--- src/rtl/jst_params.svh ---
// Purpose: constants for the serial transmitter: register offsets, fields, resets, control codes
// Assumes: included by bare name from the transmitter top and the testbench
// Notes:   link parameter fields hold value minus one where the value is never zero
`ifndef JST_PARAMS_SVH
`define JST_PARAMS_SVH
// ==========================================================
// register offsets
`define JST_ADDR_TPAT    8'hC0
`define JST_ADDR_LINK    8'h70
`define JST_ADDR_KM1     8'h71
`define JST_ADDR_STAT    8'h72
// ==========================================================
// link and test pattern register fields and reset values
`define JST_LINK_SIMPLE  0
`define JST_LINK_TWO     1
`define JST_LINK_SCR     2
`define JST_LINK_LSYNC   3
`define JST_LINK_RST     8'h08
`define JST_KM1_RST      5'h08
`define JST_TPAT_RST     8'h00
`define JST_TPAT_EN      7
// ==========================================================
// control characters and fixed patterns
`define JST_K_COMMA      8'hBC
`define JST_K_R          8'h1C
`define JST_K_A          8'h7C
`define JST_K_Q          8'h9C
`define JST_K_F          8'hFC
`define JST_D_CONST      8'hB5
`define JST_ALT_A        14'h2AAA
`define JST_ALT_B        14'h1555
`define JST_PRBS_SEED    7'h7F
// ==========================================================
// sequence lengths and encoded link parameters
`define JST_ILA_MF       10'h004
`define JST_ILA_MF_LAST  2'h3
`define JST_CFG_FIRST    8'h02
`define JST_CFG_LAST     8'h0F
`define JST_F_EFF_M1     3'h6
`define JST_F_SIM_M1     3'h1
`define JST_S3_M1        3'h5
`define JST_S2_M1        3'h3
`define JST_SS_M1        3'h0
`define JST_M_M1         8'h01
`define JST_N_M1         5'h0D
`define JST_NP_SIM_M1    5'h0F
`define JST_SUBCV        3'h2
`define JST_JESDV        3'h1
// identity octets: arbitrary values
`define JST_DEV_ID       8'h5A
`define JST_BANK_ID      8'h03
`endif

--- src/rtl/jst_pkg.sv ---
// Purpose: shared types for the serial transmitter
// Assumes: nothing
// Notes:   states are one-hot
package jst_pkg;
	typedef enum logic [2:0] {
		JST_CGS  = 3'b001,
		JST_ILA  = 3'b010,
		JST_DATA = 3'b100
	} jst_state_t;
	typedef enum logic [2:0] {
		JST_TP_RAMP  = 3'h1,
		JST_TP_ALT   = 3'h2,
		JST_TP_PRBS  = 3'h4,
		JST_TP_CONST = 3'h5
	} jst_tpat_t;
endpackage : jst_pkg

--- src/rtl/jst_pair_buf.sv ---
// Purpose: two-entry buffer between the sample source and the frame packer
// Assumes: both sides on ref_clk
// Notes:   in_ready comes from a flop
`timescale 1ns/10ps
module jst_pair_buf (
	input  wire logic        clk,
	input  wire logic        reset_n,
	input  wire logic        in_valid,
	output logic             in_ready,
	input  wire logic [27:0] in_data,
	output logic             out_valid,
	input  wire logic        out_ready,
	output logic [27:0]      out_data
);
	logic [27:0] mem_reg [0:1];
	logic        wr_ptr_reg;
	logic        rd_ptr_reg;
	logic [1:0]  cnt_reg;
	logic [1:0]  cnt_next;
	logic        push;
	logic        pop;

	assign push      = in_valid && in_ready;
	assign pop       = out_valid && out_ready;
	assign out_valid = (cnt_reg != 2'h0);
	assign out_data  = mem_reg[rd_ptr_reg];

	always_comb begin
		cnt_next = cnt_reg + 2'(push) - 2'(pop);
	end

	always_ff @(posedge clk or negedge reset_n) begin
		if (!reset_n) begin
			cnt_reg    <= 2'h0;
			wr_ptr_reg <= 1'b0;
			rd_ptr_reg <= 1'b0;
			in_ready   <= 1'b0;
		end else begin
			cnt_reg  <= cnt_next;
			in_ready <= (cnt_next != 2'h2);
			if (push)
				wr_ptr_reg <= !wr_ptr_reg;
			if (pop)
				rd_ptr_reg <= !rd_ptr_reg;
		end
	end

	always_ff @(posedge clk) begin
		if (push)
			mem_reg[wr_ptr_reg] <= in_data;
	end
endmodule : jst_pair_buf

--- src/rtl/jst_tx_top.sv ---
// Purpose: transmit link layer for a two-channel converter: start-up, packing, substitution, scrambling
// Assumes: ref_clk is the sample clock; one octet per lane per cycle goes to the 8b/10b encoder
// Notes:   link settings are taken up only while the receiver holds sync asserted
`timescale 1ns/10ps
`include "jst_params.svh"

// Function
// - while sync is asserted every active lane sends comma characters.
// - on sync release commas stop and the alignment sequence begins.
// - alignment sequence is exactly four multiframes of K frames each.
// - second multiframe carries the full link parameter set.
// - alignment sequence carries start, end and parameter marker characters.
// - sample data follows directly after the alignment sequence.
// - repeated last frame octet is replaced with the frame-end character.
// - with lane sync enabled, repeated multiframe end uses the multiframe-end character.
// - self-synchronizing scrambler per lane, bypassable by configuration.
// - alignment sequence runs through the scrambler to seed it.
// - sync release is the fixed timing reference for the sequence.
// - efficient packing after reset; simple only after reprogramming.
// - simple packing pads samples to 16 bits, one sample per frame.
// - efficient packing concatenates samples and slices them into octets.
// - link may be downgraded to two lanes by configuration.
// - transport test patterns replace samples ahead of packing.
// - link test patterns bypass packing and feed the encoder directly.
// - test pattern selection and enable sit in register test_pattern_control.
// - link pseudo-random pattern is standard PRBS7.
// - transport test patterns restart when sync releases.
// - link parameters always at least one are stored minus one.
// - lane zero carries the frame start, then lane one, then lane two.
// - nap repeats the last valid sample so the link stays up.
module jst_tx_top (
	input  wire logic        ref_clk,
	input  wire logic        reset_n,
	input  wire logic        sync_n_pin,
	input  wire logic        nap_pin,
	input  wire logic [13:0] samp_ch0,
	input  wire logic [13:0] samp_ch1,
	input  wire logic        samp_valid,
	output logic             samp_ready,
	input  wire logic        cfg_wr,
	input  wire logic        cfg_rd,
	input  wire logic [7:0]  cfg_addr,
	input  wire logic [7:0]  cfg_wdata,
	output logic [7:0]       cfg_rdata,
	output logic [23:0]      lane_octet,
	output logic [2:0]       lane_ctrl
);
	// ==========================================================
	// helpers
	function automatic logic [22:0] jst_scr(input logic [14:0] s_in, input logic [7:0] d);
		logic [14:0] s;
		logic [7:0]  o;
		s = s_in;
		o = 8'h00;
		for (int i = 7; i >= 0; i--) begin
			o[i] = d[i] ^ s[14] ^ s[13];
			s    = {s[13:0], o[i]};
		end
		return {s, o};
	endfunction : jst_scr

	function automatic logic [14:0] jst_prbs7(input logic [6:0] p_in);
		logic [6:0] p;
		logic [7:0] o;
		p = p_in;
		o = 8'h00;
		for (int i = 7; i >= 0; i--) begin
			o[i] = p[6] ^ p[5];
			p    = {p[5:0], o[i]};
		end
		return {p, o};
	endfunction : jst_prbs7

	function automatic logic [7:0] jst_cfg_oct(input logic [3:0] idx, input logic [1:0] lane,
		input logic simple, input logic two, input logic scr, input logic [4:0] km1);
		logic [7:0] o [0:13];
		logic [7:0] sum;
		o[0]  = `JST_DEV_ID;
		o[1]  = `JST_BANK_ID;
		o[2]  = {6'h00, lane};
		o[3]  = {scr, 2'b00, two ? 5'h01 : 5'h02};
		o[4]  = {5'h00, simple ? `JST_F_SIM_M1 : `JST_F_EFF_M1};
		o[5]  = {3'h0, km1};
		o[6]  = `JST_M_M1;
		o[7]  = {3'h0, `JST_N_M1};
		o[8]  = {`JST_SUBCV, simple ? `JST_NP_SIM_M1 : `JST_N_M1};
		o[9]  = {`JST_JESDV, 2'b00, simple ? `JST_SS_M1 : (two ? `JST_S2_M1 : `JST_S3_M1)};
		o[10] = 8'h00;
		o[11] = 8'h00;
		o[12] = 8'h00;
		sum   = 8'h00;
		for (int i = 0; i < 13; i++)
			sum = sum + o[i];
		o[13] = sum;
		return o[idx];
	endfunction : jst_cfg_oct

	// ==========================================================
	// pin synchronisers and sync edge
	logic sync_m_reg, sync_s_reg, sync_d_reg, nap_m_reg, nap_s_reg, sync_rise;

	always_ff @(posedge ref_clk or negedge reset_n) begin
		if (!reset_n) begin
			sync_m_reg <= 1'b0;
			sync_s_reg <= 1'b0;
			sync_d_reg <= 1'b0;
			nap_m_reg  <= 1'b0;
			nap_s_reg  <= 1'b0;
		end else begin
			sync_m_reg <= sync_n_pin;
			sync_s_reg <= sync_m_reg;
			sync_d_reg <= sync_s_reg;
			nap_m_reg  <= nap_pin;
			nap_s_reg  <= nap_m_reg;
		end
	end
	assign sync_rise = sync_s_reg && !sync_d_reg;

	// ==========================================================
	// configuration registers
	logic [7:0] tpat_reg, link_reg;
	logic [4:0] km1_reg;
	logic       act_simple, act_two, act_scr, act_lsync, tpl, llp;
	logic [4:0] act_km1;
	jst_pkg::jst_state_t state_reg, state_next;

	always_ff @(posedge ref_clk or negedge reset_n) begin
		if (!reset_n) begin
			tpat_reg  <= `JST_TPAT_RST;
			link_reg  <= `JST_LINK_RST;
			km1_reg   <= `JST_KM1_RST;
			cfg_rdata <= 8'h00;
		end else begin
			if (cfg_wr) begin
				if (cfg_addr == `JST_ADDR_TPAT)
					tpat_reg <= cfg_wdata;
				else if (cfg_addr == `JST_ADDR_LINK)
					link_reg <= cfg_wdata;
				else if (cfg_addr == `JST_ADDR_KM1)
					km1_reg <= cfg_wdata[4:0];
			end
			if (cfg_rd) begin
				if (cfg_addr == `JST_ADDR_TPAT)
					cfg_rdata <= tpat_reg;
				else if (cfg_addr == `JST_ADDR_LINK)
					cfg_rdata <= link_reg;
				else if (cfg_addr == `JST_ADDR_KM1)
					cfg_rdata <= {3'h0, km1_reg};
				else if (cfg_addr == `JST_ADDR_STAT)
					cfg_rdata <= {4'h0, nap_s_reg, state_reg};
				else
					cfg_rdata <= 8'h00;
			end
		end
	end

	// settings are taken up only while sync is held asserted
	always_ff @(posedge ref_clk or negedge reset_n) begin
		if (!reset_n) begin
			act_simple <= 1'b0;
			act_two    <= 1'b0;
			act_scr    <= 1'b0;
			act_lsync  <= 1'b1;
			act_km1    <= `JST_KM1_RST;
		end else if (state_reg == jst_pkg::JST_CGS) begin
			act_simple <= link_reg[`JST_LINK_SIMPLE];
			act_two    <= link_reg[`JST_LINK_TWO] || link_reg[`JST_LINK_SIMPLE];
			act_scr    <= link_reg[`JST_LINK_SCR];
			act_lsync  <= link_reg[`JST_LINK_LSYNC];
			act_km1    <= km1_reg;
		end
	end

	assign tpl = tpat_reg[`JST_TPAT_EN] && (tpat_reg[2:0] == jst_pkg::JST_TP_RAMP ||
		tpat_reg[2:0] == jst_pkg::JST_TP_ALT);
	assign llp = tpat_reg[`JST_TPAT_EN] && (tpat_reg[2:0] == jst_pkg::JST_TP_PRBS ||
		tpat_reg[2:0] == jst_pkg::JST_TP_CONST);

	// ==========================================================
	// link state machine and frame counters
	logic [2:0] oct_reg, f_m1, s_m1;
	logic [4:0] frm_reg;
	logic [1:0] mf_reg;
	logic [7:0] mfpos_reg;
	logic       frame_end, mf_end, ila_done;

	assign f_m1      = act_simple ? `JST_F_SIM_M1 : `JST_F_EFF_M1;
	assign s_m1      = act_simple ? `JST_SS_M1 : (act_two ? `JST_S2_M1 : `JST_S3_M1);
	assign frame_end = (oct_reg == f_m1);
	assign mf_end    = frame_end && (frm_reg == act_km1);
	assign ila_done  = mf_end && (mf_reg == `JST_ILA_MF_LAST);

	always_comb begin
		state_next = state_reg;
		case (state_reg)
			jst_pkg::JST_CGS: begin
				if (sync_rise)
					state_next = jst_pkg::JST_ILA;
			end
			jst_pkg::JST_ILA: begin
				if (!sync_s_reg)
					state_next = jst_pkg::JST_CGS;
				else if (ila_done)
					state_next = jst_pkg::JST_DATA;
			end
			jst_pkg::JST_DATA: begin
				if (!sync_s_reg)
					state_next = jst_pkg::JST_CGS;
			end
			default: state_next = jst_pkg::JST_CGS;
		endcase
	end

	always_ff @(posedge ref_clk or negedge reset_n) begin
		if (!reset_n)
			state_reg <= jst_pkg::JST_CGS;
		else
			state_reg <= state_next;
	end

	always_ff @(posedge ref_clk or negedge reset_n) begin
		if (!reset_n) begin
			oct_reg   <= 3'h0;
			frm_reg   <= 5'h00;
			mf_reg    <= 2'h0;
			mfpos_reg <= 8'h00;
		end else if (state_reg == jst_pkg::JST_CGS) begin
			oct_reg   <= 3'h0;
			frm_reg   <= 5'h00;
			mf_reg    <= 2'h0;
			mfpos_reg <= 8'h00;
		end else if (frame_end) begin
			oct_reg   <= 3'h0;
			frm_reg   <= mf_end ? 5'h00 : frm_reg + 5'h01;
			mf_reg    <= mf_end ? mf_reg + 2'h1 : mf_reg;
			mfpos_reg <= mf_end ? 8'h00 : mfpos_reg + 8'h01;
		end else begin
			oct_reg   <= oct_reg + 3'h1;
			mfpos_reg <= mfpos_reg + 8'h01;
		end
	end

	// ==========================================================
	// sample gathering, test pattern sources and packing
	logic [27:0]  buf_data;
	logic         buf_valid, buf_take, gather;
	logic [2:0]   take_cnt;
	logic [13:0]  src0, src1, last0_reg, last1_reg, ramp_reg;
	logic         alt_reg;
	logic [83:0]  c0_sr, c1_sr;
	logic [167:0] frame_reg;
	logic [6:0]   prbs_reg;
	logic [14:0]  prbs_res;

	assign gather   = (state_reg != jst_pkg::JST_CGS) && (take_cnt <= s_m1);
	assign buf_take = gather && !tpl && !nap_s_reg;

	jst_pair_buf jst_pair_buf_i (
		.clk       (ref_clk),
		.reset_n   (reset_n),
		.in_valid  (samp_valid),
		.in_ready  (samp_ready),
		.in_data   ({samp_ch0, samp_ch1}),
		.out_valid (buf_valid),
		.out_ready (buf_take),
		.out_data  (buf_data)
	);

	always_comb begin
		src0 = last0_reg;
		src1 = last1_reg;
		if (tpl) begin
			src0 = (tpat_reg[2:0] == jst_pkg::JST_TP_RAMP) ? ramp_reg : (alt_reg ? `JST_ALT_B : `JST_ALT_A);
			src1 = (tpat_reg[2:0] == jst_pkg::JST_TP_RAMP) ? ~ramp_reg : (alt_reg ? `JST_ALT_A : `JST_ALT_B);
		end else if (!nap_s_reg && buf_valid) begin
			src0 = buf_data[27:14];
			src1 = buf_data[13:0];
		end
	end

	always_ff @(posedge ref_clk or negedge reset_n) begin
		if (!reset_n) begin
			ramp_reg <= 14'h0000;
			alt_reg  <= 1'b0;
		end else if (sync_rise) begin
			ramp_reg <= 14'h0000;
			alt_reg  <= 1'b0;
		end else if (gather && tpl) begin
			ramp_reg <= ramp_reg + 14'h0001;
			alt_reg  <= !alt_reg;
		end
	end

	always_ff @(posedge ref_clk or negedge reset_n) begin
		if (!reset_n) begin
			take_cnt  <= 3'h0;
			c0_sr     <= '0;
			c1_sr     <= '0;
			last0_reg <= 14'h0000;
			last1_reg <= 14'h0000;
			frame_reg <= '0;
		end else begin
			if (state_reg == jst_pkg::JST_CGS || frame_end)
				take_cnt <= 3'h0;
			else if (gather)
				take_cnt <= take_cnt + 3'h1;
			if (gather) begin
				c0_sr     <= {c0_sr[69:0], src0};
				c1_sr     <= {c1_sr[69:0], src1};
				last0_reg <= src0;
				last1_reg <= src1;
			end
			if (frame_end) begin
				if (act_simple)
					frame_reg <= {c0_sr[13:0], 2'b00, c1_sr[13:0], 2'b00, 136'h0};
				else if (act_two)
					frame_reg <= {c0_sr[55:0], c1_sr[55:0], 56'h0};
				else
					frame_reg <= {c0_sr, c1_sr};
			end
		end
	end

	assign prbs_res = jst_prbs7(prbs_reg);
	always_ff @(posedge ref_clk or negedge reset_n) begin
		if (!reset_n)
			prbs_reg <= `JST_PRBS_SEED;
		else if (state_reg == jst_pkg::JST_DATA && llp)
			prbs_reg <= prbs_res[14:8];
	end

	// ==========================================================
	// per-lane octet path
	logic [7:0] oct_q [0:2];
	logic       ctl_q [0:2];

	for (genvar l = 0; l < 3; l++) begin : g_lane
		logic [14:0]  scr_reg, scr_next;
		logic [7:0]   prev_reg, prev_next, oct_next, scr_in, data_oct;
		logic         ctl_next;
		logic [22:0]  sres;
		logic [4:0]   sel;
		logic [167:0] shv;

		always_comb begin
			sel      = (act_simple ? 5'(2 * l) : 5'(7 * l)) + {2'b00, oct_reg};
			shv      = frame_reg << {sel, 3'b000};
			scr_in   = (state_reg == jst_pkg::JST_ILA) ? mfpos_reg : shv[167:160];
			if (state_reg == jst_pkg::JST_ILA && mf_reg == 2'h1 && mfpos_reg >= `JST_CFG_FIRST &&
				mfpos_reg <= `JST_CFG_LAST)
				scr_in = jst_cfg_oct(4'(mfpos_reg - `JST_CFG_FIRST), 2'(l), act_simple, act_two,
					act_scr, act_km1);
			sres      = jst_scr(scr_reg, scr_in);
			data_oct  = act_scr ? sres[7:0] : scr_in;
			scr_next  = scr_reg;
			prev_next = prev_reg;
			oct_next  = 8'h00;
			ctl_next  = 1'b0;
			case (state_reg)
				jst_pkg::JST_CGS: begin
					oct_next = `JST_K_COMMA;
					ctl_next = 1'b1;
				end
				jst_pkg::JST_ILA: begin
					ctl_next = 1'b1;
					if (mfpos_reg == 8'h00)
						oct_next = `JST_K_R;
					else if (mf_end)
						oct_next = `JST_K_A;
					else if (mf_reg == 2'h1 && mfpos_reg == 8'h01)
						oct_next = `JST_K_Q;
					else begin
						oct_next = scr_in;
						ctl_next = 1'b0;
						scr_next = sres[22:8];
					end
					if (frame_end)
						prev_next = oct_next;
				end
				jst_pkg::JST_DATA: begin
					if (llp) begin
						oct_next = (tpat_reg[2:0] == jst_pkg::JST_TP_PRBS) ? prbs_res[7:0] : `JST_D_CONST;
					end else begin
						oct_next = data_oct;
						scr_next = sres[22:8];
						if (frame_end) begin
							prev_next = data_oct;
							if (data_oct == prev_reg) begin
								ctl_next = 1'b1;
								oct_next = (mf_end && act_lsync) ? `JST_K_A : `JST_K_F;
							end
						end
					end
				end
				default: oct_next = 8'h00;
			endcase
			if (l == 2 && act_two) begin
				oct_next = 8'h00;
				ctl_next = 1'b0;
			end
		end

		always_ff @(posedge ref_clk or negedge reset_n) begin
			if (!reset_n) begin
				scr_reg  <= 15'h0000;
				prev_reg <= 8'h00;
				oct_q[l] <= 8'h00;
				ctl_q[l] <= 1'b0;
			end else begin
				scr_reg  <= scr_next;
				prev_reg <= prev_next;
				oct_q[l] <= oct_next;
				ctl_q[l] <= ctl_next;
			end
		end
	end

	assign lane_octet = {oct_q[2], oct_q[1], oct_q[0]};
	assign lane_ctrl  = {ctl_q[2], ctl_q[1], ctl_q[0]};

	// ==========================================================
	// checks
	logic [9:0] ila_len_reg, ila_exp;
	assign ila_exp = `JST_ILA_MF * (10'(act_km1) + 10'h001) * (10'(f_m1) + 10'h001);
	always_ff @(posedge ref_clk or negedge reset_n) begin
		if (!reset_n)
			ila_len_reg <= 10'h000;
		else if (state_reg == jst_pkg::JST_ILA)
			ila_len_reg <= ila_len_reg + 10'h001;
		else
			ila_len_reg <= 10'h000;
	end
endmodule : jst_tx_top

--- config.mk ---
export PLATFORM = sky130hd
export DESIGN_NAME = jst_tx_top
export DESIGN_NICKNAME = d
export VERILOG_FILES = /design/src/rtl/jst_pkg.sv /design/src/rtl/jst_pair_buf.sv /design/src/rtl/jst_tx_top.sv
export VERILOG_INCLUDE_DIRS = /design/src /design/src/rtl
export SDC_FILE = /design/constraint.sdc
export NUM_CORES = 1
export LEC_CHECK = 0
export ABC_CLOCK_PERIOD_IN_PS = 4700
export BUFFER_PORTS_ARGS = -buffer_cell sky130_fd_sc_hd__buf_4
export CAP_MARGIN = 20
export CORE_MARGIN = 2
export CORE_UTILIZATION = 50
export DETAILED_ROUTE_END_ITERATION = 6
export GPL_TIMING_DRIVEN = 0
export PLACE_DENSITY = 0.69
export SYNTH_ARGS = -nofsm -noshare
export SYNTH_HDL_FRONTEND = slang
export SYNTH_SLANG_ARGS = --single-unit
--- constraint.sdc ---
create_clock -name ref_clk -period 4.7 [get_ports ref_clk]
set_input_delay 0.235 -clock ref_clk [delete_from_list [all_inputs] [get_ports ref_clk]]
set_output_delay 0.235 -clock ref_clk [all_outputs]
set_load 0.05 [all_outputs]
==> out/qor.yml <==
port_buffers: 85
powerDensity_nw_per_um2: 511
largest_reg_flops: 168
crit_path_max_incr_delay_ps: 510
grt_start_max_net_pins: 121
status: "finished with violations"
slowest_stage: "fa_1"
drive_above_1_share_pct: 15.7
syn_area_um2: 30900
cts.reportedPaths.clkPinSlew_ps: 60
clkLatencyLatePin_ps: 640
syn_area_per_cell_um2: 9.69
synth-seq-cells: 582
path_class: "reg2reg"
swShare_pct: 37.4
p_sw_mw: 6.99
ys_types: 90
syn_inst: 3187
cts.sink_count: 582
p_seq_share_pct: 44.1
overflow: 0
postRouteAntennaNets: 0
gp_congestion: 1.03
irDropWorstVdd_v: 0.000418
layout.core_utilization_pct: 59.7
syn_to_final_growth_pct: 18.6
start_kind: "flop"
start_util_pct: 50.3
coreArea_um2: 61400
finalHoldViolCount: 0
leakage_nw: 16.4
seqCellArea_um2: 14900
path_max_fanout: 7
cts_tree: "built"
yosysWarnings: 0
slew_headroom_pct: 34.8
cts_root_buf: "clkbuf_16"
drt-total-wl_um: 105000
p_clk_share_pct: 30.0
post-route-period-util_pct: 102
synth-seq-area-share_pct: 48.1
postSynth.asyncResetShare_pct: 90.4
path_cells: "buf_12 -> inv_12 -> ha_4 -> or2_4 -> fa_1 -> fa_1 -> ha_2 -> inv_2 -> fa_2 -> nand2b_4 -> a21oi_4 -> a211oi_2 -> xor2_1 -> o211ai_4 -> xnor3_1 -> a211oi_2 -> nand4_1 -> buf_6 -> and3_4 -> o21ai_2 -> o31ai_1"
vias: 26600
p_comb_share_pct: 25.8
timing.final.ws_setup_ps: -82.7
clock_path_buffers: 3
antenna_found_initial: 1
setup_viol: 14
multi_input_area_um2: 15600
cp.required_ps: 5170
drt_iter0_drc: 3216
rows: 91
die_x_um: 252
post_drt_wl_per_cell_um: 24.7
p_total_mw: 18.7
grtUsageTotal_pct: 33.3
finClkSkew_ps: 35.5
cts_max_level: 3
cts_buffers: 66
ioPinCount: 87
via_per_inst: 6.21
first_pass_iters: 6
fill_cells: 5179
period_minus_slack_ps: 4780
rsz0062_at_grt: "true"
fin_nets: 3545
hold_class: "in2reg"
synth_ff_type: "dfrtp_1"
arrival_ps: 5260
violations: "setup timing"
fmax_mhz: 209
tightest_slew_ps: 978
syn_nets: 3298
dieArea_um2: 63700
p_int_mw: 11.7
drv_slew: 0
end_kind: "flop"
post-route-drc-count: 0
synth-edff-count: 56
hpwlAfterDp_um: 76600
grt_pass1_wl_um: 159000
maxCapViolCount: 0
grt_pass1_vias: 25300
dieHeight_um: 252
==> worst paths after layout <==
check | start | end | slack [ps] | depth (start not counted)
hold reg to reg | nap_m_reg$_DFF_PN0_ | nap_s_reg$_DFF_PN0_ | 350 | 0
max in group asynchronous | reset_n | c0_sr[60]$_DFFE_PN0P_ | 3060 | 5
hold / removal | cfg_addr[0] | cfg_rdata[4]$_DFFE_PN0P_ | 10 | 4
min in group asynchronous | reset_n | g_lane[2].scr_reg[7]$_DFFE_PN0P_ | 30 | 2
setup / recovery | act_simple$_DFFE_PN0P_ | lane_octet[16]$_DFF_PN0_ | -80 | 21
setup reg to reg | act_simple$_DFFE_PN0P_ | lane_octet[16]$_DFF_PN0_ | -80 | 21
==> critical path, delay by kind of cell (launching register included) <==
kind            cells  cell delay [ps]
compound gates      6              940
xor+xnor            2              480
fa+ha+maj           5             1690
buf+inv             4              410
flops               1              400
simple gates        4              720
==> repair_timing <==
action / in CTS / in global routing
hold buffers: 41 / 0
hold endpoints to repair: 310 / 0
setup buffers: 40 / 6
resized for setup: 127 / 37
setup endpoints to repair: 88 / 170
gates cloned: 2 / 0
pin swaps: 52 / 25
==> layout make-up <==
cell class | count | area share, %
repair inverters | 1 | 0.0239
clock buffers | 94 | 5.27
flip-flops and latches | 582 | 40.6
multi-input cells | 2344 | 42.7
repair buffers | 181 | 4.42
plain buffers | 208 | 2.51
inverters | 50 | 0.574
diodes | 1 | 0.00684
well taps | 790 | 2.70
clock inverters | 26 | 1.23
==> through the flow <==
step	std cells	hold slack, ps	setup TNS, ps	setup WS, ps	area (um2)
after floorplan	3187	-60.6	0	0.0848	30900
after global placement	4062	341	-1251590	-2900	32500
after detailed placement	4068	52.2	-76670	-1350	32700
after CTS	4269	12.1	-339	-90.0	36400
after global routing	4276	19.1	-3090	-200	36600
final	4277	14.9	-533	-82.7	36600
==> power by group through the flow <==
stage               combinational [mW]  sequential, mW  clock (mW)
floorplan                         3.04            7.26           0
global placement                  4.26            8.19           0
detailed placement                4.36            8.21           0
CTS                               4.66            8.13        5.67
global route                      5.28            8.27        5.87
finish                            4.83            8.26        5.62
==> cell usage after synthesis, types with 6 or more instances <==
cell type  count  area [um2]
xor2_1        81         709
clkbuf_1     158         593
xnor2_1       68         596
buf_1         21        78.8
and3_1        16         100
o21ai_1        7        35.0
or2_2          6        37.5
o21bai_1       6        45.0
dfrtp_1      514       12900
o211ai_1      14         105
a22oi_1       14         105
o22ai_1        8        50.1
o221ai_1       9        78.8
inv_1         49         184
nand2_1      732        2750
a211oi_1      17         128
dfstp_2       12         315
buf_2         26         130
and2_1         6        37.5
edfxtp_1      56        1680
a31oi_1       26         163
nand3_1      109         546
nor3b_1       10        75.1
a221oi_1      91         797
nand4_1       11        68.8
nor2b_1       26         163
a21o_1        15         113
mux2_2        48         541
ha_1          51         638
a2111oi_0     19         166
buf_4          6        45.0
nand3b_1       6        45.0
nor2_1       338        1270
mux2i_1       81         811
mux4_2        80        1800
o21a_1        11        82.6
o22a_1        14         123
a21boi_0      12        90.1
fa_1           9         180
a21oi_1      127         636
nand2b_1      11        68.8
o21ai_0      151         756
or3_1          7        43.8
nor3_1        29         145
==> cells in the final DEF, fill, tap and decap left out, types with 40 or more instances in the layout <==
master,Yosys,layout
mux2_2,48,48
nand2_1,732,728
buf_4,6,137
dfrtp_1,514,511
ha_1,51,40
mux4_2,80,80
a221oi_1,91,90
clkbuf_16,0,68
edfxtp_1,56,56
inv_1,49,44
dlygate4sd3_1,0,41
nand3_1,109,108
xor2_1,81,78
a21oi_1,127,118
mux2i_1,81,80
xnor2_1,68,63
clkbuf_1,158,156
nor2_1,338,336
o21ai_0,151,144
==> kinds of logic (layout without fill, tap and decap cells) <==
| group | Yosys count | in the layout | share of synthesized area, % |
|---|---|---|---|
| flip-flops | 582 | 582 | 48.1 |
| adder cells (fa/ha/maj) | 60 | 60 | 2.65 |
| AND/OR/NAND/NOR | 1335 | 1335 | 18.2 |
| buffers and inverters | 261 | 560 | 3.35 |
| AO/OA/AOI/OAI | 584 | 584 | 12.8 |
| multiplexers | 209 | 209 | 10.2 |
| other | 0 | 1 | 0 |
| XOR/XNOR | 156 | 156 | 4.70 |
==> metal layers <==
metal	global-route usage (%)	wire, um	vias up
li1	-	-	11700
met5	0	0	-
met3	7.75	10300	334
met4	16.1	5990	0
met1	45.4	42100	13100
met2	50.2	47100	1478
(Power assumes the default switching activity.)
